[config.mk]
export PLATFORM = sky130hd
export DESIGN_NAME = flash_block_protection_ctrl
export DESIGN_NICKNAME = d
export VERILOG_FILES = /design/src/rtl/flash_protect_pkg.sv /design/src/rtl/region_policy_lookup.sv /design/src/rtl/flash_op_timer.sv /design/src/rtl/flash_block_protection_ctrl.sv
export SDC_FILE = /design/constraint.sdc
export NUM_CORES = 1
export LEC_CHECK = 0
export BUFFER_PORTS_ARGS = -buffer_cell sky130_fd_sc_hd__buf_4
export CORE_MARGIN = 2
export CORE_UTILIZATION = 45
export DETAILED_ROUTE_END_ITERATION = 16
export PLACE_DENSITY = 0.73
export SYNTH_ARGS = -nofsm -noshare
export SYNTH_HDL_FRONTEND = slang
export SYNTH_HIERARCHICAL = 1
export SYNTH_SLANG_ARGS = --single-unit
[constraint.sdc]
create_clock -name pclk -period 4.9 [get_ports pclk]
set_clock_uncertainty 0.15 [all_clocks]
set_input_delay 1.47 -clock pclk [delete_from_list [all_inputs] [get_ports pclk]]
set_output_delay 1.47 -clock pclk [all_outputs]
set_load 0.01 [all_outputs]
[src/rtl/flash_protect_pkg.sv]
/*
  Constants shared by the flash protection and timing block: register
  offsets, field positions, reset values and operation lengths.
  Assumes a 128 KB flash array behind the block and 32-bit APB data.
*/
package flash_protect_pkg;

  // Array geometry
  localparam int unsigned ADDR_W        = 17;
  localparam int unsigned REGION_LSB    = 11;
  localparam int unsigned REGION_W      = 6;
  localparam int unsigned REGIONS       = 64;
  localparam int unsigned PAGE_LSB      = 10;
  localparam int unsigned PAGE_W        = 7;

  // Register offsets (byte addresses)
  localparam logic [11:0] OFF_PROG_EN0  = 12'h000;
  localparam logic [11:0] OFF_PROG_EN1  = 12'h004;
  localparam logic [11:0] OFF_READ_EN0  = 12'h008;
  localparam logic [11:0] OFF_READ_EN1  = 12'h00C;
  localparam logic [11:0] OFF_RELOAD    = 12'h010;
  localparam logic [11:0] OFF_CONTROL   = 12'h014;
  localparam logic [11:0] OFF_IRQ_MASK  = 12'h018;
  localparam logic [11:0] OFF_STATUS    = 12'h01C;
  localparam logic [11:0] OFF_ADDR      = 12'h020;
  localparam logic [11:0] OFF_DATA      = 12'h024;

  // Control register fields
  localparam int unsigned CTL_WRITE     = 0;
  localparam int unsigned CTL_ERASE     = 1;
  localparam int unsigned CTL_MERASE    = 2;
  localparam int unsigned CTL_COMMIT    = 3;

  // Mask and status fields
  localparam int unsigned MASK_ACCESS   = 0;
  localparam int unsigned STAT_ACCESS   = 0;
  localparam int unsigned STAT_BUSY     = 1;

  // Reset values
  localparam logic [31:0] POLICY_RESET  = 32'hFFFF_FFFF;
  localparam logic [7:0]  RELOAD_RESET  = 8'h31;

  // Operation lengths in microseconds
  localparam logic [15:0] PROG_TIME_US   = 16'h0014;
  localparam logic [15:0] ERASE_TIME_US  = 16'h0064;
  localparam logic [15:0] MERASE_TIME_US = 16'h00C8;

endpackage : flash_protect_pkg

[src/rtl/region_policy_lookup.sv]
/*
  Picks the program-enable and read-enable bits of the 2 KB region that
  an address falls in. Purely combinational; assumes the caller holds
  the 64-bit policy vectors and a byte address into the flash array.
*/
`timescale 1ns/1ns
module region_policy_lookup (
  input  wire logic [63:0] prog_enable,
  input  wire logic [63:0] read_enable,
  input  wire logic [16:0] addr,
  output logic             may_program,
  output logic             may_read
);

  logic [5:0] region;

  // Upper address bits name the region, two erase pages each
  assign region      = addr[flash_protect_pkg::REGION_LSB +: flash_protect_pkg::REGION_W];
  assign may_program = prog_enable[region];
  assign may_read    = read_enable[region];

endmodule : region_policy_lookup

[src/rtl/flash_op_timer.sv]
/*
  Times a program or erase operation in microseconds, using a cycles
  per microsecond reload value. Assumes start is a one-cycle pulse given
  only while busy is low.
*/
`timescale 1ns/1ns
module flash_op_timer (
  input  wire logic        pclk,
  input  wire logic        presetn,
  input  wire logic        start,
  input  wire logic [15:0] length_us,
  input  wire logic [7:0]  reload,
  output logic             busy,
  output logic             done
);

  logic [7:0]  cycle_cnt;
  logic [15:0] us_left;
  logic        us_tick;

  assign us_tick = busy && (cycle_cnt == 8'h00);

  // Prescaler reloads with frequency-minus-one, one tick per microsecond
  always_ff @(posedge pclk or negedge presetn) begin
    if (!presetn) begin
      cycle_cnt <= 8'h00;
    end else if (start || us_tick) begin
      cycle_cnt <= reload;
    end else if (busy) begin
      cycle_cnt <= cycle_cnt - 8'h01;
    end
  end

  // Microsecond countdown; a zero length still takes one tick
  always_ff @(posedge pclk or negedge presetn) begin
    if (!presetn) begin
      us_left <= 16'h0000;
      busy    <= 1'b0;
      done    <= 1'b0;
    end else begin
      done <= 1'b0;
      if (start) begin
        us_left <= length_us;
        busy    <= 1'b1;
      end else if (us_tick) begin
        if (us_left <= 16'h0001) begin
          busy    <= 1'b0;
          done    <= 1'b1;
          us_left <= 16'h0000;
        end else begin
          us_left <= us_left - 16'h0001;
        end
      end
    end
  end

endmodule : flash_op_timer

[src/rtl/flash_block_protection_ctrl.sv]
/*
  Flash protection and timing control: APB register file, per-region
  program and read policy, access checks for fetch and data reads, and
  sequencing of program, page erase and mass erase requests.
  Assumes the flash array presents the word at array_addr on
  array_old_word, and that nonvolatile policy storage outside the block
  offers its committed values and stores them on nv_commit.
  Assumes pclk runs at the rate held in the reload register; a stale
  value makes operations run long or short, it never refuses them.
  Limitation: mass erase needs every region open for programming.
  Uncommitted policy clears survive presetn and are undone by por_n only.
  Reads and fetches are held off, not faulted, while the array is busy.
*/
// Chosen here: the placing of the registers and register access over APB.
// How it works
// - Erase works on 1 KB pages; the array fills the page with ones.
// - Program writes one 32-bit word, only turning ones into zeros.
// - Policy is held per 2 KB region, two pages sharing two bits.
// - Sixty-four regions use two program and two read enable words.
// - Program enable one allows program and erase; zero blocks them.
// - Read enable zero permits only instruction fetch, not data reads.
// - Both bits zero means execute only.
// - Program one, read zero allows program, erase and fetch, no reads.
// - Program zero, read one means read only.
// - Both bits one means no protection at all.
// - Data read of a read-protected region is blocked with a bus fault.
// - Refused program or erase raises access interrupt only when unmasked.
// - Every policy bit starts at one from the factory.
// - Bits only clear; uncommitted clears revert on power-on reset only.
// - A commit request makes the cleared bits permanent.
// - Operations are timed from the microsecond reload value.
// - Fetches and literal reads stall while an operation runs.
// - Commit bit in the control register triggers the nonvolatile store.
`timescale 1ns/1ns
module flash_block_protection_ctrl (
  input  wire logic        pclk,
  input  wire logic        presetn,
  input  wire logic        por_n,
  // APB slave
  input  wire logic        psel,
  input  wire logic        penable,
  input  wire logic        pwrite,
  input  wire logic [11:0] paddr,
  input  wire logic [31:0] pwdata,
  output logic [31:0]      prdata,
  output logic             pready,
  output logic             pslverr,
  // Instruction fetch port
  input  wire logic        fetch_valid,
  input  wire logic [16:0] fetch_addr,
  output logic             fetch_stall,
  // Data read port, software and debugger
  input  wire logic        data_read_valid,
  input  wire logic [16:0] data_read_addr,
  output logic             data_read_stall,
  output logic             data_read_fault,
  // Flash array commands
  input  wire logic [31:0] array_old_word,
  output logic [16:0]      array_addr,
  output logic [31:0]      array_new_word,
  output logic             array_program,
  output logic             array_erase_page,
  output logic             array_mass_erase,
  // Nonvolatile policy store
  input  wire logic [63:0] nv_prog_enable,
  input  wire logic [63:0] nv_read_enable,
  output logic             nv_commit,
  output logic [63:0]      nv_prog_value,
  output logic [63:0]      nv_read_value,
  // Access violation interrupt
  output logic             access_irq
);

  logic [63:0] region_program_enable_bits;
  logic [63:0] region_read_enable_bits;
  logic [7:0]  microsecond_cycle_reload;
  logic        access_violation_irq_mask;
  logic        access_raw;
  logic [2:0]  op_pending;
  logic [16:0] target_addr;
  logic [31:0] target_data;
  logic        por_loaded;
  logic        op_busy;
  logic        op_done;
  logic        op_start;
  logic [15:0] op_length;
  logic        target_may_program;
  logic        read_may_read;
  logic        all_regions_open;
  logic        apb_setup;
  logic        apb_write;
  logic        ctl_write;
  logic        start_write;
  logic        start_erase;
  logic        start_merase;
  logic        refuse_op;
  logic        clear_access;
  logic        mapped;
  logic [31:0] next_prdata;
  logic [31:0] flash_control_register;
  logic [31:0] flash_irq_mask_register;

  // Setup phase latches read data, so every access finishes in one
  assign apb_setup = psel && !penable;
  assign apb_write = psel && penable && pwrite;
  assign pready    = 1'b1;

  // Address decode
  always_comb begin
    mapped = 1'b1;
    if (paddr == flash_protect_pkg::OFF_PROG_EN0) begin
      next_prdata = region_program_enable_bits[31:0];
    end else if (paddr == flash_protect_pkg::OFF_PROG_EN1) begin
      next_prdata = region_program_enable_bits[63:32];
    end else if (paddr == flash_protect_pkg::OFF_READ_EN0) begin
      next_prdata = region_read_enable_bits[31:0];
    end else if (paddr == flash_protect_pkg::OFF_READ_EN1) begin
      next_prdata = region_read_enable_bits[63:32];
    end else if (paddr == flash_protect_pkg::OFF_RELOAD) begin
      next_prdata = {24'h00_0000, microsecond_cycle_reload};
    end else if (paddr == flash_protect_pkg::OFF_CONTROL) begin
      next_prdata = flash_control_register;
    end else if (paddr == flash_protect_pkg::OFF_IRQ_MASK) begin
      next_prdata = flash_irq_mask_register;
    end else if (paddr == flash_protect_pkg::OFF_STATUS) begin
      next_prdata = {30'h0000_0000, op_busy, access_raw};
    end else if (paddr == flash_protect_pkg::OFF_ADDR) begin
      next_prdata = {15'h0000, target_addr};
    end else if (paddr == flash_protect_pkg::OFF_DATA) begin
      next_prdata = target_data;
    end else begin
      next_prdata = 32'h0000_0000;
      mapped      = 1'b0;
    end
  end

  // Unmapped offsets answer with an error, reads of them give zero
  assign pslverr = psel && penable && !mapped;

  // Busy bits stay up while the operation runs, software polls them
  always_comb begin
    flash_control_register = 32'h0000_0000;
    flash_control_register[flash_protect_pkg::CTL_WRITE +: 3] = op_pending;
    flash_irq_mask_register = 32'h0000_0000;
    flash_irq_mask_register[flash_protect_pkg::MASK_ACCESS] = access_violation_irq_mask;
  end

  // Registered read data
  always_ff @(posedge pclk or negedge presetn) begin
    if (!presetn) begin
      prdata <= 32'h0000_0000;
    end else if (apb_setup && !pwrite) begin
      prdata <= next_prdata;
    end
  end

  // Reload; reset value suits the fastest clock the part may run at
  always_ff @(posedge pclk or negedge presetn) begin
    if (!presetn) begin
      microsecond_cycle_reload <= flash_protect_pkg::RELOAD_RESET;
    end else if (apb_write && paddr == flash_protect_pkg::OFF_RELOAD) begin
      microsecond_cycle_reload <= pwdata[7:0];
    end
  end

  // Interrupt mask; masked by default so a refused request stays quiet
  always_ff @(posedge pclk or negedge presetn) begin
    if (!presetn) begin
      access_violation_irq_mask <= 1'b0;
    end else if (apb_write && paddr == flash_protect_pkg::OFF_IRQ_MASK) begin
      access_violation_irq_mask <= pwdata[flash_protect_pkg::MASK_ACCESS];
    end
  end

  // Target address and data are frozen while an operation runs
  always_ff @(posedge pclk or negedge presetn) begin
    if (!presetn) begin
      target_addr <= 17'h0_0000;
      target_data <= 32'h0000_0000;
    end else if (apb_write && !op_busy) begin
      if (paddr == flash_protect_pkg::OFF_ADDR) begin
        target_addr <= pwdata[16:0];
      end else if (paddr == flash_protect_pkg::OFF_DATA) begin
        target_data <= pwdata;
      end
    end
  end

  // Policy bits live across the system reset, only power-on clears them;
  // right after power-on the committed values are pulled from the store
  always_ff @(posedge pclk or negedge por_n) begin
    if (!por_n) begin
      region_program_enable_bits <= {2{flash_protect_pkg::POLICY_RESET}};
      region_read_enable_bits    <= {2{flash_protect_pkg::POLICY_RESET}};
      por_loaded                 <= 1'b0;
    end else if (!por_loaded) begin
      region_program_enable_bits <= nv_prog_enable;
      region_read_enable_bits    <= nv_read_enable;
      por_loaded                 <= 1'b1;
    end else if (apb_write) begin
      // Writes can only clear bits, a one written leaves a bit alone
      if (paddr == flash_protect_pkg::OFF_PROG_EN0) begin
        region_program_enable_bits[31:0]  <= region_program_enable_bits[31:0] & pwdata;
      end else if (paddr == flash_protect_pkg::OFF_PROG_EN1) begin
        region_program_enable_bits[63:32] <= region_program_enable_bits[63:32] & pwdata;
      end else if (paddr == flash_protect_pkg::OFF_READ_EN0) begin
        region_read_enable_bits[31:0]     <= region_read_enable_bits[31:0] & pwdata;
      end else if (paddr == flash_protect_pkg::OFF_READ_EN1) begin
        region_read_enable_bits[63:32]    <= region_read_enable_bits[63:32] & pwdata;
      end
    end
  end

  // Commit hands the present policy to the nonvolatile store
  assign ctl_write = apb_write && paddr == flash_protect_pkg::OFF_CONTROL;

  // Pulse lasts one cycle; the store must take the values at that edge
  always_ff @(posedge pclk or negedge presetn) begin
    if (!presetn) begin
      nv_commit     <= 1'b0;
      nv_prog_value <= {2{flash_protect_pkg::POLICY_RESET}};
      nv_read_value <= {2{flash_protect_pkg::POLICY_RESET}};
    end else begin
      nv_commit <= ctl_write && pwdata[flash_protect_pkg::CTL_COMMIT];
      if (ctl_write && pwdata[flash_protect_pkg::CTL_COMMIT]) begin
        nv_prog_value <= region_program_enable_bits;
        nv_read_value <= region_read_enable_bits;
      end
    end
  end

  // Policy of the target region, checked combinationally
  region_policy_lookup target_lookup (
    .prog_enable (region_program_enable_bits),
    .read_enable (region_read_enable_bits),
    .addr        (target_addr),
    .may_program (target_may_program),
    .may_read    ()
  );

  // Policy of the region a data read falls in
  region_policy_lookup read_lookup (
    .prog_enable (region_program_enable_bits),
    .read_enable (region_read_enable_bits),
    .addr        (data_read_addr),
    .may_program (),
    .may_read    (read_may_read)
  );

  // Mass erase would wipe every region, so one locked region refuses it
  assign all_regions_open = &region_program_enable_bits;

  // Only one request per control write; the lowest bit wins a tie
  assign start_write  = ctl_write && !op_busy && pwdata[flash_protect_pkg::CTL_WRITE];
  assign start_erase  = ctl_write && !op_busy && !pwdata[flash_protect_pkg::CTL_WRITE]
                        && pwdata[flash_protect_pkg::CTL_ERASE];
  assign start_merase = ctl_write && !op_busy && !pwdata[flash_protect_pkg::CTL_WRITE]
                        && !pwdata[flash_protect_pkg::CTL_ERASE]
                        && pwdata[flash_protect_pkg::CTL_MERASE];

  // Program enable alone decides program and erase for all four mixes
  assign refuse_op = ((start_write || start_erase) && !target_may_program)
                     || (start_merase && !all_regions_open);
  assign op_start  = (start_write || start_erase || start_merase) && !refuse_op;

  // Operation length picked at the start
  always_comb begin
    if (start_write) begin
      op_length = flash_protect_pkg::PROG_TIME_US;
    end else if (start_erase) begin
      op_length = flash_protect_pkg::ERASE_TIME_US;
    end else begin
      op_length = flash_protect_pkg::MERASE_TIME_US;
    end
  end

  // Timer starts only from idle; an operation request while busy is dropped
  flash_op_timer op_timer (
    .pclk      (pclk),
    .presetn   (presetn),
    .start     (op_start),
    .length_us (op_length),
    .reload    (microsecond_cycle_reload),
    .busy      (op_busy),
    .done      (op_done)
  );

  // Pending operation shows in the control register until done
  always_ff @(posedge pclk or negedge presetn) begin
    if (!presetn) begin
      op_pending <= 3'b000;
    end else if (op_start) begin
      op_pending <= {start_merase, start_erase, start_write};
    end else if (op_done) begin
      op_pending <= 3'b000;
    end
  end

  // Array commands: one pulse at the start of the operation
  always_ff @(posedge pclk or negedge presetn) begin
    if (!presetn) begin
      array_program    <= 1'b0;
      array_erase_page <= 1'b0;
      array_mass_erase <= 1'b0;
      array_new_word   <= 32'h0000_0000;
    end else begin
      array_program    <= op_start && start_write;
      array_erase_page <= op_start && start_erase;
      array_mass_erase <= op_start && start_merase;
      if (op_start && start_write) begin
        array_new_word <= array_old_word & target_data;
      end
    end
  end

  // Erase uses only the page part, the low ten bits are ignored
  assign array_addr = target_addr;

  // Sticky access flag: a new violation beats a clear in the same cycle
  assign clear_access = apb_write && paddr == flash_protect_pkg::OFF_STATUS
                        && pwdata[flash_protect_pkg::STAT_ACCESS];

  always_ff @(posedge pclk or negedge presetn) begin
    if (!presetn) begin
      access_raw <= 1'b0;
    end else if (refuse_op) begin
      access_raw <= 1'b1;
    end else if (clear_access) begin
      access_raw <= 1'b0;
    end
  end

  // Interrupt follows the flag, so clearing the flag drops it too
  assign access_irq = access_raw && access_violation_irq_mask;

  // Fetches are never refused by policy, only held off during an operation
  assign fetch_stall     = fetch_valid && op_busy;
  assign data_read_stall = data_read_valid && op_busy;

  // Read enable clear blocks data reads the same cycle they appear
  assign data_read_fault = data_read_valid && !op_busy && !read_may_read;

endmodule : flash_block_protection_ctrl

==> results.md <==
- Final hold vios: 0
- Total Power: around 8.6 mW
- Drt wl/cell: 25.7 um
- Placer Congestion: 0.978
- Setup TNS: -0.0224 ns
- Final min period: 4.92 ns
- Num ports: 465
- Pwr/cell area: between 300 and 400 mW/mm^2
- Crit Path Class: input pin to output port
- GRT overflow: 0
- Crit Path Max Fanout: 11
- Hold_buf cts: 0
- RSZ-0062 raised after global routing: yes
- Min Hold Slack: 0.335 ns
- Post-route insts no fill: 2991
- Gr usage total: 0.314
- Nets: roughly 2.6k
- Crit path launch type: input pin
- Core Footprint: 0.0457 mm^2
- Failing checks: setup timing
- Largest net degree at the start of global routing: 111
- Final Worst Setup Slack: -0.0224 ns
- Share of cells above drive strength 1: 0.436
- Worst-skew pair later-pin latency: 0.60 ns
- Die area: 0.0482 mm^2
- Layout area overhead: 25.2%
- TritonCTS clock tree: built
- I/O Buffers: 435
- Syn Inst Count: 1948
- Rel. slew slack: 0.253
- Post-DP HPWL: 57300 um
- Data arrival, critical path: 3.30 ns
- VDD IR max: between 200 and 250 uV
- Starting Density: 0.458
- First-pass GRT wire length: 111000 um
- Setup slack at placement: -0.115 ns
- Number of vias per cell: a little under 6
- Longest Clk Path Bufs: 3
- CP endpoint kind: output port
- CTS HTree Levels: 2
- Via count: 17.4k
- DRT Pass-1 Iters: 6
- Root Buffer: clkbuf_16
- Num CTS Buffers: 46
- Worst-Margin Slew: 1.12 ns
- Die Ht: 220 um
- Max Clk Rate: 0.203 GHz
- Final wirelength: 77000 um
- Req. time, crit path: between 3 and 4 ns
- Vias in the first global route: 17.0k
- Syn_area_per_cell: approximately 11 um^2
- Hold Crit Class: register to register
- Final worst-path cycle share: 1.00
- Die X: between 200 and 250 um
- Final setup viols: 1
- Clock sink total: 413
- Leakage: ~12 nW
- Status: finished, violations left
- Initial DRC Count: 1771
- DRC: 0
- Mapped Area: 0.0209 mm^2
- Pins Over Slew Limit: 0
- Rows: roughly 80
- Initial antenna violation count: 7
- Yosys warns: 6
- Placed Instances: a little under 3k
- Antenna viol nets, final: 0
- Max-cap violations: 0
- Clock transition at path regs: 0.06 ns
## per-stage QoR
stage               area [um^2]   util
CTS                       26200  0.573
global placement          24600  0.539
floorplan                 21000      -
finish                    26200  0.573
detailed placement        24600  0.539
global route              26200  0.573
## registers in the layout (all words and copies together) (netlist names)
register	cells
region_read_enable_bits	64
target_data	32
access_violation_irq_mask	1
array_addr	17
array_new_word	32
nv_read_value	64
region_program_enable_bits	64
op_timer/done	1
access_raw	1
nv_prog_value	64
por_loaded	1
op_timer/busy	1
microsecond_cycle_reload	8
op_pending	3
array_mass_erase	1
op_timer/cycle_cnt	8
op_timer/us_left	16
array_program	1
array_erase_page	1
nv_commit	1
prdata	32
## area by class of cell
type                            count  area [um^2]
Clock buffer                       63         1270
Timing Repair Buffer              474         3660
Clock inverter                     23          273
Tap cell                          600          751
Fill cell                        3915        19500
Multi-Input combinational cell   1325         9230
Inverter                           86          323
Antenna cell                        7         17.5
Sequential cell                   413        10700
## cell usage in the layout (no fill, tap or decap), drive strengths merged, types with 76 or more instances in the layout
master	n
o21ai	230
dfrtp	154
nor2	207
nand2	128
a21oi	76
buf	474
mux2	189
inv	89
dfstp	259
mux2i	78
## per-layer routing
layer  track usage  vias up  wire length (um)
met1         0.448     8664             32600
met3        0.0727      144              7080
met5             0        -                15
met4         0.106        2              2520
li1              -     7711                 -
met2         0.470      905             34800
## report_power, final
| part | leakage [nW] | internal [mW] | switching [mW] | total, mW |
|---|---|---|---|---|
| Combinational | 6.29 | 0.451 | 0.588 | 1.04 |
| Clock | 0.766 | 2.10 | 1.46 | 3.56 |
| Sequential | 4.71 | 3.69 | 0.304 | 4.00 |
## final timing paths
path / startpoint / end / slack, ns / cells past startpoint
min in group asynchronous: presetn / op_timer/us_left[8] / 0.78 / 1
hold / removal: array_new_word[8] / array_new_word[8] / 0.33 / 2
setup / recovery: data_read_addr[11] / data_read_fault / -0.02 / 9
setup reg to reg: array_addr[12] / op_timer/cycle_cnt[7] / 0.76 / 13
hold reg to reg: array_new_word[8] / array_new_word[8] / 0.33 / 2
max in group asynchronous: por_n / region_read_enable_bits[32] / 2.83 / 2
## worst max-delay path, cell delays in order
cell and delay (ns):
buf_6 0.10, buf_12 0.15, mux4_2 0.50, a22oi_1 0.24, a21o_1 0.15, a21oi_1 0.06, a211o_1 0.30, nor3b_2 0.17
buf_4 0.14
## what timing repair did
item | in CTS | in global routing
buffers inserted | 0 | 0
endpoints found under the setup margin | 1 | 1
pin swaps | 1 | 2
hold endpoints to repair | 0 | 0
resized for setup | 3 | 2
Power figures use the tool's default switching activity.
